**src/inc/tsri_consts.svh**
```systemverilog
// constants for the transmit-status and route-information framer
`ifndef TSRI_CONSTS_SVH
`define TSRI_CONSTS_SVH

// ****************************************************************
// frame layout
// ****************************************************************
`define TSRI_START_DELIM   8'h7e
`define TSRI_TYPE_XST      8'h8b
`define TSRI_TYPE_RTI      8'h8d
`define TSRI_XST_RSVD      16'hfffe
`define TSRI_EV_NACK       8'h11
`define TSRI_EV_TRACE      8'h12
`define TSRI_RTI_RSVD      8'h00
`define TSRI_LEN_HI        8'h00
`define TSRI_LEN_XST       8'h07
`define TSRI_LEN_RTI       8'h2a
`define TSRI_RTI_DLEN      8'h27
`define TSRI_HDR_BYTES     6'h03
`define TSRI_IDX_LEN_HI    6'h01
`define TSRI_IDX_LEN_LO    6'h02
`define TSRI_IDX_TYPE      6'h03
`define TSRI_IDX_ID        6'h04
`define TSRI_IDX_RSVD_HI   6'h05
`define TSRI_IDX_RSVD_LO   6'h06
`define TSRI_IDX_DELIV     6'h08
`define TSRI_IDX_DISC      6'h09
`define TSRI_CKSUM_BASE    8'hff
`define TSRI_PAYLOAD_W     336
`define TSRI_XST_W         56

// ****************************************************************
// status codes
// ****************************************************************
`define TSRI_DLV_SUCCESS   8'h00
`define TSRI_DLV_MAC_ACK   8'h01
`define TSRI_DLV_CCA       8'h02
`define TSRI_DLV_SPECTRUM  8'h03
`define TSRI_DLV_NET_ACK   8'h21
`define TSRI_DLV_NO_ROUTE  8'h25
`define TSRI_DLV_INTERNAL  8'h31
`define TSRI_DLV_RESOURCE  8'h32
`define TSRI_DLV_NO_SESS   8'h34
`define TSRI_DLV_ENCRYPT   8'h35
`define TSRI_DLV_TOO_LARGE 8'h74
`define TSRI_DLV_UNREQ     8'h75
`define TSRI_DISC_NONE     8'h00
`define TSRI_DISC_ROUTE    8'h02

// ****************************************************************
// register map and timing
// ****************************************************************
`define TSRI_ADDR_CTRL     8'h00
`define TSRI_ADDR_STAT     8'h04
`define TSRI_ADDR_COUNT    8'h08
`define TSRI_ADDR_TIMER    8'h0c
`define TSRI_CTRL_EN_RST   1'b1
`define TSRI_CLK_NS        50
`define TSRI_US_NS         1000
`define TSRI_US_CYCLES     (`TSRI_US_NS / `TSRI_CLK_NS)

`endif

```
**src/inc/tsri_pkg.sv**
```systemverilog
// types shared by the framer and its checksum accumulator
package tsri_pkg;
  `include "tsri_consts.svh"

  typedef enum logic {TSRI_IDLE, TSRI_SEND} tsri_phase_t;
  typedef enum logic {TSRI_KIND_XST, TSRI_KIND_RTI} tsri_kind_t;

  typedef struct packed {
    tsri_phase_t                  phase;
    tsri_kind_t                   kind;
    logic [`TSRI_PAYLOAD_W-1:0]   payload;
    logic [7:0]                   len;
    logic [5:0]                   idx;
    logic [7:0]                   outData;
    logic                         outValid;
    logic                         xstRdy;
    logic                         rtiRdy;
    logic                         turn;
    logic [31:0]                  usTimer;
    logic [4:0]                   usDiv;
    logic                         enable;
    logic [15:0]                  sentCnt;
    logic [15:0]                  dropCnt;
    logic [31:0]                  rdData;
  } tsri_state_t;

  typedef struct packed {
    logic [7:0] sum;
  } tsri_cksum_state_t;
endpackage

```
**src/hw/tsri_cksum.sv**
```systemverilog
// running 8-bit sum of the bytes that the checksum covers
`timescale 1ns/1ns
module tsri_cksum
  import tsri_pkg::*;
(
  // clock and reset
  input  wire logic       clk,
  input  wire logic       rst,
  // accumulate control
  input  wire logic       clr,
  input  wire logic       add,
  input  wire logic [7:0] dataIn,
  // running sum
  output logic [7:0]      sum
);

  tsri_cksum_state_t st_r;
  tsri_cksum_state_t st_nxt;

  always_comb begin
    st_nxt = st_r;
    if (clr) begin
      st_nxt.sum = 8'h00;
    end else if (add) begin
      st_nxt.sum = 8'(st_r.sum + dataIn);
    end
  end

  always_ff @(posedge clk) begin
    if (rst) begin
      st_r <= '0;
    end else begin
      st_r <= st_nxt;
    end
  end

  assign sum = st_r.sum;

endmodule

```
**src/hw/tsri_framer.sv**
```systemverilog
// serial framer for extended transmit-status and route-information frames
// Function
// - finished network transmit request yields a status frame of type 0x8B.
// - status frame suppressed when the request frame identifier is zero.
// - broadcast requests always report delivery status 0x00.
// - frame starts with delimiter, then 16-bit length counting bytes between length field and checksum.
// - status frame carries the request frame identifier at offset 4.
// - status frame carries unused 16-bit field 0xFFFE at offset 5.
// - status frame carries the 8-bit retry count at offset 7.
// - delivery status byte at offset 8 uses the documented code set.
// - discovery byte at offset 9 is 0x00, or 0x02 after route discovery.
// - checksum is 0xFF minus low byte of sum from offset 3.
// - unicast trace-route or NACK request yields a route frame of type 0x8D.
// - route frame source event is 0x11 for NACK, 0x12 for trace.
// - route frame offset 5 counts following bytes, checksum excluded.
// - route frame carries 32-bit microsecond timer at offset 6.
// - route frame carries MAC acknowledgement timeout count at offset 10.
// - route frame carries blocked-by-reception count at offset 11.
// - route frame carries destination and originator 64-bit addresses.
// - route frame carries responder and next-hop receiver 64-bit addresses.
// - delivery codes 0x34 no secure session and 0x35 encryption failure.
`timescale 1ns/1ns
`include "tsri_consts.svh"
module tsri_framer
  import tsri_pkg::*;
(
  // clock and reset
  input  wire logic        clk,
  input  wire logic        rst,
  // register port
  input  wire logic [7:0]  regAddr,
  input  wire logic [31:0] regWrData,
  input  wire logic        regWr,
  input  wire logic        regRd,
  output logic [31:0]      regRdData,
  // transmit completion event
  input  wire logic        xstValid,
  input  wire logic [7:0]  xstFrameId,
  input  wire logic        xstBroadcast,
  input  wire logic [7:0]  xstRetries,
  input  wire logic [7:0]  xstDelivery,
  input  wire logic        xstRouteDisc,
  output logic             xstReady,
  // route diagnostics event
  input  wire logic        rtiValid,
  input  wire logic        rtiNack,
  input  wire logic [7:0]  rtiAckTimeouts,
  input  wire logic [7:0]  rtiBlocked,
  input  wire logic [63:0] rtiDestAddr,
  input  wire logic [63:0] rtiSrcAddr,
  input  wire logic [63:0] rtiRespAddr,
  input  wire logic [63:0] rtiRecvAddr,
  output logic             rtiReady,
  // serial byte stream to the host
  output logic [7:0]       txByte,
  output logic             txByteValid,
  input  wire logic        txByteReady
);

  localparam int PW = `TSRI_PAYLOAD_W;

  tsri_state_t st_r;
  tsri_state_t st_nxt;

  logic [7:0]    ckSum;
  logic          ckClr;
  logic          ckAdd;
  logic [7:0]    nextByte;
  logic [5:0]    nextIdx;
  logic [5:0]    lastIdx;
  logic [PW-1:0] shifted;
  logic          handshake;
  logic          takeXst;
  logic          takeRti;
  logic [7:0]    delivery;
  logic [7:0]    discovery;
  logic [7:0]    eventCode;

  // ****************************************************************
  // byte selection
  // ****************************************************************
  assign handshake = st_r.outValid && txByteReady;
  assign lastIdx   = 6'(st_r.len) + `TSRI_HDR_BYTES;
  assign nextIdx   = st_r.idx + 6'h01;
  assign takeXst   = (st_r.phase == TSRI_IDLE) && xstValid && st_r.xstRdy;
  assign takeRti   = (st_r.phase == TSRI_IDLE) && rtiValid && st_r.rtiRdy;

  // broadcasts are never acknowledged, so they read as delivered
  assign delivery  = xstBroadcast ? `TSRI_DLV_SUCCESS : xstDelivery;
  assign discovery = xstRouteDisc ? `TSRI_DISC_ROUTE : `TSRI_DISC_NONE;
  assign eventCode = rtiNack ? `TSRI_EV_NACK : `TSRI_EV_TRACE;

  always_comb begin
    shifted  = st_r.payload << {nextIdx - `TSRI_HDR_BYTES, 3'b000};
    nextByte = shifted[PW-1 -: 8];
    ckAdd    = 1'b0;
    if (nextIdx == `TSRI_IDX_LEN_HI) begin
      nextByte = `TSRI_LEN_HI;
    end else if (nextIdx == `TSRI_IDX_LEN_LO) begin
      nextByte = st_r.len;
    end else if (nextIdx == lastIdx) begin
      nextByte = 8'(`TSRI_CKSUM_BASE - ckSum);
    end else begin
      ckAdd = handshake && (st_r.phase == TSRI_SEND) && (st_r.idx != lastIdx);
    end
  end

  assign ckClr = takeXst || takeRti;

  tsri_cksum u_cksum (
    .clk    (clk),
    .rst    (rst),
    .clr    (ckClr),
    .add    (ckAdd),
    .dataIn (nextByte),
    .sum    (ckSum)
  );

  // ****************************************************************
  // next state
  // ****************************************************************
  always_comb begin
    st_nxt = st_r;

    // free-running microsecond timer, wraps after about 71 minutes
    if (st_r.usDiv == 5'(`TSRI_US_CYCLES - 1)) begin
      st_nxt.usDiv   = 5'h00;
      st_nxt.usTimer = st_r.usTimer + 32'h1;
    end else begin
      st_nxt.usDiv = st_r.usDiv + 5'h01;
    end

    if (regWr && (regAddr == `TSRI_ADDR_CTRL)) begin
      st_nxt.enable = regWrData[0];
    end

    st_nxt.rdData = 32'h0;
    if (regRd) begin
      unique case (regAddr)
        `TSRI_ADDR_CTRL:  st_nxt.rdData = {31'h0, st_r.enable};
        `TSRI_ADDR_STAT:  st_nxt.rdData = {30'h0, st_r.kind == TSRI_KIND_RTI, st_r.phase == TSRI_SEND};
        `TSRI_ADDR_COUNT: st_nxt.rdData = {st_r.dropCnt, st_r.sentCnt};
        `TSRI_ADDR_TIMER: st_nxt.rdData = st_r.usTimer;
        default:          st_nxt.rdData = 32'h0;
      endcase
    end

    unique case (st_r.phase)
      TSRI_IDLE: begin
        // the two sources take turns so that valid-and-ready always means taken
        st_nxt.turn = ~st_r.turn;
        if (takeXst) begin
          if (xstFrameId == 8'h00) begin
            st_nxt.dropCnt = st_r.dropCnt + 16'h1;
          end else begin
            st_nxt.phase    = TSRI_SEND;
            st_nxt.kind     = TSRI_KIND_XST;
            st_nxt.len      = `TSRI_LEN_XST;
            st_nxt.payload  = {`TSRI_TYPE_XST, xstFrameId, `TSRI_XST_RSVD,
                               xstRetries, delivery, discovery,
                               {(PW - `TSRI_XST_W){1'b0}}};
            st_nxt.idx      = 6'h00;
            st_nxt.outData  = `TSRI_START_DELIM;
            st_nxt.outValid = 1'b1;
          end
        end else if (takeRti) begin
          st_nxt.phase    = TSRI_SEND;
          st_nxt.kind     = TSRI_KIND_RTI;
          st_nxt.len      = `TSRI_LEN_RTI;
          st_nxt.payload  = {`TSRI_TYPE_RTI, eventCode, `TSRI_RTI_DLEN,
                             st_r.usTimer,
                             rtiAckTimeouts, rtiBlocked,
                             `TSRI_RTI_RSVD,
                             rtiDestAddr, rtiSrcAddr,
                             rtiRespAddr, rtiRecvAddr};
          st_nxt.idx      = 6'h00;
          st_nxt.outData  = `TSRI_START_DELIM;
          st_nxt.outValid = 1'b1;
        end
      end
      TSRI_SEND: begin
        if (handshake) begin
          if (st_r.idx == lastIdx) begin
            st_nxt.phase    = TSRI_IDLE;
            st_nxt.outValid = 1'b0;
            st_nxt.sentCnt  = st_r.sentCnt + 16'h1;
          end else begin
            st_nxt.idx     = nextIdx;
            st_nxt.outData = nextByte;
          end
        end
      end
    endcase

    st_nxt.xstRdy = (st_nxt.phase == TSRI_IDLE) && st_nxt.enable && !st_nxt.turn;
    st_nxt.rtiRdy = (st_nxt.phase == TSRI_IDLE) && st_nxt.enable && st_nxt.turn;
  end

  always_ff @(posedge clk) begin
    if (rst) begin
      st_r <= '{phase: TSRI_IDLE, kind: TSRI_KIND_XST, enable: `TSRI_CTRL_EN_RST, default: '0};
    end else begin
      st_r <= st_nxt;
    end
  end

  // ****************************************************************
  // outputs
  // ****************************************************************
  assign regRdData   = st_r.rdData;
  assign xstReady    = st_r.xstRdy;
  assign rtiReady    = st_r.rtiRdy;
  assign txByte      = st_r.outData;
  assign txByteValid = st_r.outValid;

  // ****************************************************************
  // checks
  // ****************************************************************
  start_delim_a: assert property (@(posedge clk) disable iff (rst)
    (txByteValid && !$past(txByteValid)) |-> (txByte == `TSRI_START_DELIM))
    else $error("frame did not open with the start delimiter");

  zero_id_a: assert property (@(posedge clk) disable iff (rst)
    (xstValid && xstReady && xstFrameId == 8'h00 && !txByteValid) |=> !txByteValid)
    else $error("status frame sent for a zero frame identifier");

  id_copy_a: assert property (@(posedge clk) disable iff (rst)
    (xstValid && xstReady && xstFrameId != 8'h00)
      |=> (st_r.payload[PW-9 -: 8] == $past(xstFrameId)) && (st_r.payload[PW-1 -: 8] == `TSRI_TYPE_XST))
    else $error("status frame lost the frame identifier or type");

  bcast_ok_a: assert property (@(posedge clk) disable iff (rst)
    (xstValid && xstReady && xstBroadcast && xstFrameId != 8'h00)
      |=> st_r.payload[PW-41 -: 8] == `TSRI_DLV_SUCCESS)
    else $error("broadcast reported a delivery failure");

  xst_rsvd_a: assert property (@(posedge clk) disable iff (rst)
    (txByteValid && st_r.kind == TSRI_KIND_XST && st_r.idx == `TSRI_IDX_RSVD_HI) |->
      (txByte == `TSRI_XST_RSVD >> 8))
    else $error("unused status field high byte wrong");

  len_lo_a: assert property (@(posedge clk) disable iff (rst)
    (txByteValid && st_r.idx == `TSRI_IDX_LEN_LO) |->
      (txByte == ((st_r.kind == TSRI_KIND_XST) ? `TSRI_LEN_XST : `TSRI_LEN_RTI)))
    else $error("length field does not match frame kind");

  rti_event_a: assert property (@(posedge clk) disable iff (rst)
    (rtiValid && rtiReady) |=>
      (st_r.payload[PW-9 -: 8] == ($past(rtiNack) ? `TSRI_EV_NACK : `TSRI_EV_TRACE)) &&
      (st_r.payload[PW-1 -: 8] == `TSRI_TYPE_RTI))
    else $error("route frame source event wrong");

  cksum_sum_a: assert property (@(posedge clk) disable iff (rst)
    (txByteValid && st_r.idx == lastIdx) |-> (8'(txByte + ckSum) == `TSRI_CKSUM_BASE))
    else $error("checksum does not close the byte sum to 0xff");

  hold_byte_a: assert property (@(posedge clk) disable iff (rst)
    (txByteValid && !txByteReady) |=> (txByteValid && $stable(txByte) && $stable(st_r.idx)))
    else $error("byte changed while the host stalled");

  frame_len_a: assert property (@(posedge clk) disable iff (rst)
    (txByteValid && txByteReady && st_r.idx == lastIdx) |=> !txByteValid && (st_r.phase == TSRI_IDLE))
    else $error("frame did not end after its checksum");

endmodule

```
**config.mk**
```make
export PLATFORM = sky130hd
export DESIGN_NAME = tsri_framer
export DESIGN_NICKNAME = d
export VERILOG_FILES = /design/src/inc/tsri_pkg.sv /design/src/hw/tsri_cksum.sv /design/src/hw/tsri_framer.sv
export VERILOG_INCLUDE_DIRS = /design/src /design/src/inc
export SDC_FILE = /design/constraint.sdc
export NUM_CORES = 1
export LEC_CHECK = 0
export BUFFER_PORTS_ARGS = -buffer_cell sky130_fd_sc_hd__buf_2
export CORE_ASPECT_RATIO = 0.9
export CORE_MARGIN = 2
export CORE_UTILIZATION = 40
export DETAILED_ROUTE_END_ITERATION = 6
export GPL_TIMING_DRIVEN = 0
export PLACE_DENSITY_LB_ADDON = 0.1
export SYNTH_ARGS = -nofsm -noshare
export SYNTH_HDL_FRONTEND = slang
export SYNTH_HIERARCHICAL = 1
export SYNTH_SLANG_ARGS = --single-unit
```
**constraint.sdc**
```tcl
create_clock -name clk -period 15.55 [get_ports clk]
set_clock_uncertainty 0.15 [all_clocks]
set_input_delay 1.555 -clock clk [delete_from_list [all_inputs] [get_ports clk]]
set_output_delay 1.555 -clock clk [all_outputs]
set_load 0.02 [all_outputs]
```
==> results_dict.tcl, run 1 <==
set metrics [dict create \
    fp.coreArea_mm2 0.0506 \
    crit_type "reg2reg" \
    cts_htree_levels 2 \
    gr-max-usage-layer "met2" \
    grt_pass1_wl_um 116000 \
    grt_max_degree 13 \
    synth.top_cell.area_share 0.434 \
    numCtsBuffers 49 \
    cts-root-buf "clkbuf_16" \
    drc 0 \
    cp.arrival_ns 7.39 \
    finalHoldViolCount 0 \
    synth_area_leader_cell "dfxtp_1" \
    antenna_found_initial 1 \
    timing.fmax_ghz 0.141 \
    cts_setup_buffers 0 \
    fp.dieH_um 219 \
    finalMaxSlewViolations 0 \
    rrSetupSlack_ns 8.48 \
    synth_top_flop_cell "dfxtp_1" \
    initial_utilization 0.405 \
    avgRoutedWirePerCell_um 22.4 \
    async_reset_ff_frac 0 \
    cp-end-kind "flop" \
    n_fill_cell 5067 \
    clock_path_buffers 3 \
    status "completed" \
    drtAntennaViolNets 0 \
    postSynthAreaPerCell_um2 8.54 \
    synth.most_common_cell "dfxtp_1" \
    startpoint "st_r[114]" \
    dp_hpwl_um 61400 \
    met1_usage 0.405 \
    crit_path_max_fanout 11 \
    cts_resized 0 \
    grt_util_met2 0.462 \
    setup_viol 0 \
    cts_tree "built" \
    viasPerCell 5.65 \
    rr_worst_depth 20 \
    synth-edff-count 0 \
    seq_area_frac_synth 0.434 \
    die-area_mm2 0.0531 \
    io_buffers 357 \
    finalWorstSetupSlack_ns 8.48 \
    hold_buffers 0 \
    cap_violations 0 \
    cp-endpoint "u_cksum/sum[7]" \
    yosys_register_bits 444 \
    rsz0062_at_grt "no" \
    place_worst_setup_slack_ns 8.64 \
    start_kind "flop" \
    leakage_uw 0.00910 \
    grt_remaining_overflow 0 \
    critPathRequiredTime_ns 15.86 \
    clock_sinks 444 \
    peakVddDrop_mv 0.0834 \
    vias 19900 \
    mappedNetlistArea_mm2 0.0205 \
    drive_gt1_frac 0.209 \
    die_w_um 243 \
    met3_usage 0.0365 \
    min_path_type "reg2reg" \
    grt_pass1_vias 18800 \
    min_period_ns 7.07 \
    finalSetupTns_ns 0 \
    r2r_end "u_cksum/sum[7]" \
    clk_pin_slew_ns 0.06 \
    synthCells 2400 \
    p_per_area_mw_per_mm2 131 \
    yosysWarningCount 6 \
    grt_use_total 0.289 \
    synthTopCellsByCount "dfxtp_1, nand2_1, a21oi_1, nand3_1, clkbuf_1" \
    finish.utilization 0.490 \
    routed_wl_um 79000 \
    gp_congestion 0.932 \
    drt_pass1_iterations 5 \
    rows 78 \
    period_share 0.455 \
    n_antenna_cell 0 \
    layout.nets 3175 \
    synth_nets 2766 \
    insertion_delay_ns 0.59 \
    ys_top_cells_by_area "dfxtp_1, a21oi_1, mux4_2, nand3_1, nand2_1" \
    drtIter0Drc 1821 \
    io-pin-count 389 \
    yosysUniqueCellTypes 72 \
    areaGrowthSynthToFinish_pct 20.8 \
    relSlewSlack 0.206 \
    worst_pin_slew_ns 1.19 \
    r2r_start "st_r[114]" \
]
area by class of cell:
| type | instances | area (um2) | share of cell area |
|---|---|---|---|
| Inverter | 15 | 56.3 | 0.00227 |
| Timing Repair Buffer | 358 | 1790 | 0.0725 |
| Tap cell | 680 | 851 | 0.0344 |
| Multi-Input combinational cell | 1697 | 10400 | 0.420 |
| Sequential cell | 444 | 8890 | 0.359 |
| Buffer | 244 | 1150 | 0.0463 |
| Clock inverter | 10 | 164 | 0.00662 |
| Clock buffer | 76 | 1460 | 0.0589 |
critical path, stage by stage, from the launching register on:
cell and delay [ns]:
dfxtp_1 0.40, buf_4 0.24, inv_2 0.11, buf_6 0.23, buf_2 0.51, buf_2 0.45
ha_1 0.29, or2_2 0.13, clkbuf_1 0.71, buf_2 0.53, buf_1 0.63, mux4_2 0.48
mux2i_1 0.28, o211ai_1 0.21, and3_1 0.27, ha_1 0.34, a21oi_1 0.20, o21ai_0 0.14
or3_1 0.32, and3_1 0.18, mux2i_1 0.11
cell usage in the layout, fill, tap and decap left out, drive strengths merged, types with 4 or more instances in the layout:
cell / n
dfxtp: 444
buf: 444
nand2: 391
a21oi: 335
nand3: 309
clkbuf: 234
nor2: 155
mux4: 73
xor2: 52
a22oi: 50
mux2i: 45
o21ai: 35
xnor2: 25
nand4: 21
and3: 19
ha: 19
nor3: 18
inv: 18
or3: 12
a31oi: 12
nor4: 12
nand3b: 8
and4: 8
a211oi: 8
o211ai: 8
a222oi: 8
nand2b: 7
nor3b: 7
and2: 7
o21a: 6
o22ai: 4
mux2: 4
nor2b: 4
bufinv: 4
cell families (layout without fill, tap and decap cells):
kind of cell,after synthesis,count (layout),synth area share
multiplexers,122,122,0.104
adder cells (fa/ha/maj),20,20,0.0126
AND/OR/NAND/NOR,987,987,0.219
XOR/XNOR,78,78,0.0344
AO/OA/AOI/OAI,490,490,0.137
flip-flops,444,444,0.434
buffers and inverters,259,703,0.0587
worst min-delay path by stage:
stage / start / cells past startpoint / slack [ns] / endpoint
2_1_floorplan: st_r[425] / 2 / 0.28 / st_r[425]
3_3_place_gp: st_r[424] / 2 / 0.30 / st_r[424]
3_5_place_dp: st_r[424] / 2 / 0.30 / st_r[424]
4_1_cts: st_r[424] / 2 / 0.31 / st_r[424]
5_1_grt: st_r[136] / 2 / 0.33 / st_r[136]
6_report: st_r[270] / 2 / 0.31 / st_r[270]
sequential cells by signal, summed over array words and instances, names as in the netlist:
name,count
txByte,8
txByteValid,1
regRdData,32
rtiReady,1
u_cksum/sum,8
st_r,393
xstReady,1
where the power goes:
part           switching, uW  internal [uW]
Sequential              77.8           1260
Combinational            472            235
Clock                    482            708
Total                   1030           2200
layer usage:
layer  part of all wire  up-vias
met5                  0        -
met4              0.031        0
met3              0.072      120
met1               0.44     9716
li1                   -     9248
met2               0.45      810
per-stage QoR:
stage	std cells	area, um2	power [uW]	hold slack, ns
2_1_floorplan	2400	20500	1770	0.283
5_1_grt	3524	24800	3370	0.331
3_5_place_dp	3437	23100	2060	0.304
3_3_place_gp	3437	23100	2040	0.298
6_report	3524	24800	3230	0.314
4_1_cts	3523	24800	3240	0.313
No activity file was read; power rests on OpenSTA's default activity.
==> run 2, diff against run 1 <==
==> constraint.sdc (replaced) <==
create_clock -name clk -period 6.1 [get_ports clk]
set_clock_uncertainty 0.15 [all_clocks]
set_input_delay 0.61 -clock clk [delete_from_list [all_inputs] [get_ports clk]]
set_output_delay 0.61 -clock clk [all_outputs]
set_load 0.02 [all_outputs]
==> run 2 against run 1 <==
Compared with the run above:
- routed wire length fell by 0.17%
- worst setup slack got worse by 8.2 ns
- cell count barely moved
- core utilization did not move
- combinational power rose to 2.5 times the previous value
- power rose to 2.6 times the previous value
- clock-buffer cell count did not move
- non-clock buffer count fell by 3
- global-route usage barely moved
- final area did not move
- first-iteration DRC count rose by 5.5%
- largest power group unchanged
==> results_dict.tcl, run 2 (synthesis results as in run 1) <==
set metrics [dict create \
    min_period_ns 5.86 \
    finish.utilization 0.490 \
    finalSetupTns_ns 0 \
    setup_viol 0 \
    worst_pin_slew_ns 1.05 \
    insertion_delay_ns 0.59 \
    die_w_um 243 \
    io-pin-count 389 \
    gp_congestion 0.932 \
    leakage_uw 0.00910 \
    clock_sinks 444 \
    final_area_mm2 0.0248 \
    drtAntennaViolNets 0 \
    start_kind "flop" \
    grt_max_degree 20 \
    grt_pass1_vias 18800 \
    multi_input_area_mm2 0.0104 \
    largest_register_ff_count 393 \
    die-area_mm2 0.0531 \
    fp.dieH_um 219 \
    grt_remaining_overflow 0 \
    final_common_cell "dfxtp_1" \
    finalWorstSetupSlack_ns 0.241 \
    numCtsBuffers 49 \
    initial_utilization 0.405 \
    min_path_type "in2reg" \
    rsz0062_at_grt "no" \
    layout.nets 3172 \
    avgRoutedWirePerCell_um 22.4 \
    n_fill_cell 5067 \
    antenna_found_initial 1 \
    cp-end-kind "flop" \
    regMostFlops "st_r" \
    place_worst_setup_slack_ns -0.815 \
    power_uw 8250 \
    clk_pin_slew_ns 0.06 \
    crit_type "reg2reg" \
    placed_area_mm2 0.0231 \
    cts-root-buf "clkbuf_16" \
    drc 0 \
    crit_path_max_fanout 20 \
    layout_common_cells "dfxtp_1, nand2_1, buf_2" \
    n_antenna_cell 0 \
    io_buffers 357 \
    grt_use_total 0.289 \
    finalMaxSlewViolations 0 \
    critPathRequiredTime_ns 6.41 \
    p_per_area_mw_per_mm2 333 \
    cts_htree_levels 2 \
    rows 78 \
    routed_wl_um 78900 \
    relSlewSlack 0.291 \
    drt_pass1_iterations 7 \
    viasPerCell 5.65 \
    drtIter0Drc 1921 \
    vias 19900 \
    drive_gt1_frac 0.209 \
    cts_setup_buffers 0 \
    timing.fmax_ghz 0.171 \
    period_share 0.960 \
    clock_path_buffers 3 \
    finalHoldViolCount 0 \
    grt_pass1_wl_um 116000 \
    dp_hpwl_um 61400 \
    status "completed" \
    cap_violations 0 \
    regArea_mm2 0.00889 \
    fp.coreArea_mm2 0.0506 \
    peakVddDrop_mv 0.213 \
    cts_tree "built" \
    areaGrowthSynthToFinish_pct 20.8 \
    cp.arrival_ns 6.17 \
]
run 2: cell types whose count changed in the layout (fill, tap and decap cells not counted):
cell      change
nor2_4        +1
buf_1         -2
nor2_1        -1
clkbuf_2      +1
clkbuf_1      -2
buf_4         +1
buf_2         -1
run 2: metrics by stage:
step / hold slack [ns] / instances
final: 0.112 / 3521
after floorplan: 0.283 / 2400
after global routing: 0.103 / 3521
after detailed placement: 0.304 / 3437
after global placement: 0.298 / 3437
after CTS: 0.0872 / 3521
run 2: worst max-delay path, stage by stage, from the launching register on:
cell and delay (ns):
dfxtp_1 0.40, buf_4 0.24, inv_2 0.11, buf_6 0.23, buf_4 0.46, ha_1 0.35, or2_2 0.43, buf_2 0.46
buf_2 0.40, mux4_2 0.42, mux2i_1 0.29, o211ai_1 0.22, and3_1 0.27, ha_1 0.34, a21oi_1 0.19, o21ai_0 0.13
or3_1 0.31, and3_1 0.18, mux2i_1 0.11
run 2: final cells by class:
type	count	area share
Tap cell	680	0.0344
Buffer	241	0.0460
Sequential cell	444	0.359
Timing Repair Buffer	358	0.0725
Multi-Input combinational cell	1697	0.420
Clock inverter	10	0.00662
Inverter	15	0.00227
Clock buffer	76	0.0589
run 2: routing by layer:
layer | wire, um | GRT usage | part of all wire
met1 | 34900 | 0.406 | 0.44
met2 | 35800 | 0.460 | 0.45
met3 | 5740 | 0.0355 | 0.073
met4 | 2400 | 0.101 | 0.030
met5 | 12 | 0 | 0.00015
run 2: worst paths after layout:
check	from	to	slack, ns	cells past startpoint
max	st_r[114]	u_cksum/sum[7]	0.24	18
min	rtiRespAddr[23]	st_r[215]	0.11	3
max reg2reg	st_r[114]	u_cksum/sum[7]	0.24	18
min reg2reg	st_r[358]	st_r[358]	0.31	2
run 2: what timing repair did:
action                                  4_1_cts  5_1_grt
hold buffers                                  0        0
gates resized for setup                       5        0
endpoints found under the setup margin        7        3
hold endpoints to repair                      0        0
pin swaps                                     0        0
run 2: report_power, final:
group | internal, uW | total [uW] | switching, uW
sequential | 3210 | 3410 | 198
combinational | 599 | 1800 | 1210
clock | 1810 | 3030 | 1230
total | 5610 | 8250 | 2630
==> run 3, diff against run 2 <==
--- a/config.mk
+++ b/config.mk
@@ -6,11 +6,11 @@
 export SDC_FILE = /design/constraint.sdc
 export NUM_CORES = 1
 export LEC_CHECK = 0
-export BUFFER_PORTS_ARGS = -buffer_cell sky130_fd_sc_hd__buf_2
 export CORE_ASPECT_RATIO = 0.9
 export CORE_MARGIN = 2
 export CORE_UTILIZATION = 40
 export DETAILED_ROUTE_END_ITERATION = 6
+export DONT_BUFFER_PORTS = 1
 export GPL_TIMING_DRIVEN = 0
 export PLACE_DENSITY_LB_ADDON = 0.1
 export SYNTH_ARGS = -nofsm -noshare
==> run 3 against run 2 <==
Compared with the run above:
- combinational power about the same
- global-route usage increased by 0.27 points
- register-to-register slack about the same
- die area did not move
- power fell by 0.15%
- clock-buffer cell count fell by 7
- critical path depth grew 1
- cell count is 4.5% lower
- critical path type unchanged
==> results_dict.tcl, run 3 (synthesis results as in run 1) <==
set metrics [dict create \
    clock_sinks 444 \
    antenna_found_initial 8 \
    cts_htree_levels 2 \
    final_common_cell "dfxtp_1" \
    fp.dieH_um 219 \
    clk_pin_slew_ns 0.06 \
    routed_wl_um 80000 \
    drt_pass1_iterations 6 \
    instances_no_fill 3364 \
    status "completed" \
    final_area_mm2 0.0249 \
    layout.nets 3001 \
    setup_viol 0 \
    p_int_uw 5550 \
    die_w_um 243 \
    avgRoutedWirePerCell_um 23.8 \
    cts_tree "built" \
    min_path_type "in2reg" \
    worst_pin_slew_ns 1.13 \
    timing.fmax_ghz 0.171 \
    finalHoldViolCount 0 \
    grt_use_total 0.292 \
    p_seq_frac 0.416 \
    cts_setup_buffers 0 \
    areaGrowthSynthToFinish_pct 21.5 \
    insertion_delay_ns 0.62 \
    cap_violations 0 \
    numCtsBuffers 49 \
    top_layer "met5" \
    die-area_mm2 0.0531 \
    initial_utilization 0.405 \
    critPathRequiredTime_ns 6.43 \
    io_buffers 0 \
    clkPwrFrac 0.369 \
    placed_area_mm2 0.0213 \
    grt_pass1_vias 18700 \
    min_period_ns 5.86 \
    cp.arrival_ns 6.19 \
    switching_share 0.326 \
    rows 78 \
    finalMaxSlewViolations 0 \
    leakage_uw 0.00843 \
    crit_type "reg2reg" \
    relSlewSlack 0.247 \
    viasPerCell 5.80 \
    clock_path_buffers 3 \
    drc 0 \
    gp_congestion 0.909 \
    finish.utilization 0.492 \
    power_frac_comb 0.215 \
    layout_common_cells "dfxtp_1, nand2_1, a21oi_1" \
    cts-root-buf "clkbuf_16" \
    peakVddDrop_mv 0.219 \
    fp.coreArea_mm2 0.0506 \
    crit_path_max_fanout 19 \
    drtIter0Drc 1784 \
    grt_max_degree 20 \
    p_sw_uw 2690 \
    cp-end-kind "flop" \
    wl_met3_um 6140 \
    vias 19500 \
    met2_length_um 36400 \
    largest_register_ff_count 393 \
    start_kind "flop" \
    drtAntennaViolNets 0 \
    rrSetupSlack_ns 0.24 \
    dp_hpwl_um 60500 \
    m1WireLength_um 35000 \
    regMostFlops "st_r" \
    grt_pass1_wl_um 117000 \
    io-pin-count 389 \
    placed_cells 3080 \
    rsz0062_at_grt "no" \
    drive_gt1_frac 0.0942 \
    p_per_area_mw_per_mm2 331 \
    grt_remaining_overflow 0 \
    period_share 0.961 \
]
[run 3: worst paths after layout]
path,startpoint,to,depth (start not counted)
max,st_r[114],u_cksum/sum[7],19
min,rtiRespAddr[50],st_r[242],2
max reg2reg,st_r[114],u_cksum/sum[7],19
min reg2reg,st_r[424],st_r[424],2
[run 3: worst max-delay path, stage by stage, from the launching register on]
cell      delay [ns]
dfxtp_1         0.39
buf_4           0.23
inv_2           0.11
buf_6           0.33
buf_2           0.41
ha_1            0.36
inv_1           0.10
a21oi_2         0.08
o31a_4          0.39
nor2_2          0.37
mux4_2          0.63
or4_1           0.43
and4_1          0.24
nor3_1          0.33
ha_1            0.35
nand2_1         0.11
a211oi_1        0.06
or3_1           0.34
and3_1          0.18
mux2i_1         0.11
[run 3: stage by stage]
| step | setup WS (ns) | power (uW) | hold slack, ns | TNS [ns] |
|---|---|---|---|---|
| final | 0.238 | 8240 | 0.000651 | 0 |
| after global placement | -0.845 | 5080 | 0.297 | -2.86 |
| after detailed placement | -0.854 | 5110 | 0.302 | -3.01 |
| after global routing | 0.0506 | 8560 | 0.00405 | 0 |
| after floorplan | 1.20 | 4510 | 0.283 | 0 |
| after CTS | 0.282 | 8230 | 0.000176 | 0 |
[run 3: layout make-up]
| type | instances | area, um2 |
|---|---|---|
| antenna | 8 | 20.0 |
| inverter | 15 | 56.3 |
| buffer | 241 | 1140 |
| clock buffer | 69 | 1440 |
| timing repair buffer | 187 | 1870 |
| tap | 680 | 851 |
| multi-input combinational | 1697 | 10400 |
| clock inverter | 23 | 205 |
| fill | 4894 | 25700 |
| sequential | 444 | 8890 |
[run 3: power by group through the flow]
stage / clock (uW) / combinational (uW) / sequential [uW]
after floorplan: 0 / 1120 / 3390
after global placement: 0 / 1610 / 3470
after detailed placement: 0 / 1630 / 3480
after CTS: 3070 / 1740 / 3410
after global routing: 3200 / 1910 / 3450
final: 3040 / 1770 / 3420
[run 3: what timing repair did]
action,4_1_cts,5_1_grt
gates resized for setup,4,3
endpoints found under the hold margin,186,1
endpoints found under the setup margin,7,3
hold buffers,186,1
pin swaps,0,0
[run 3: metal layers]
metal,up-vias,global-route usage
met3,151,0.0497
li1,8927,-
met1,9627,0.403
met5,-,0
met2,811,0.463
met4,6,0.100
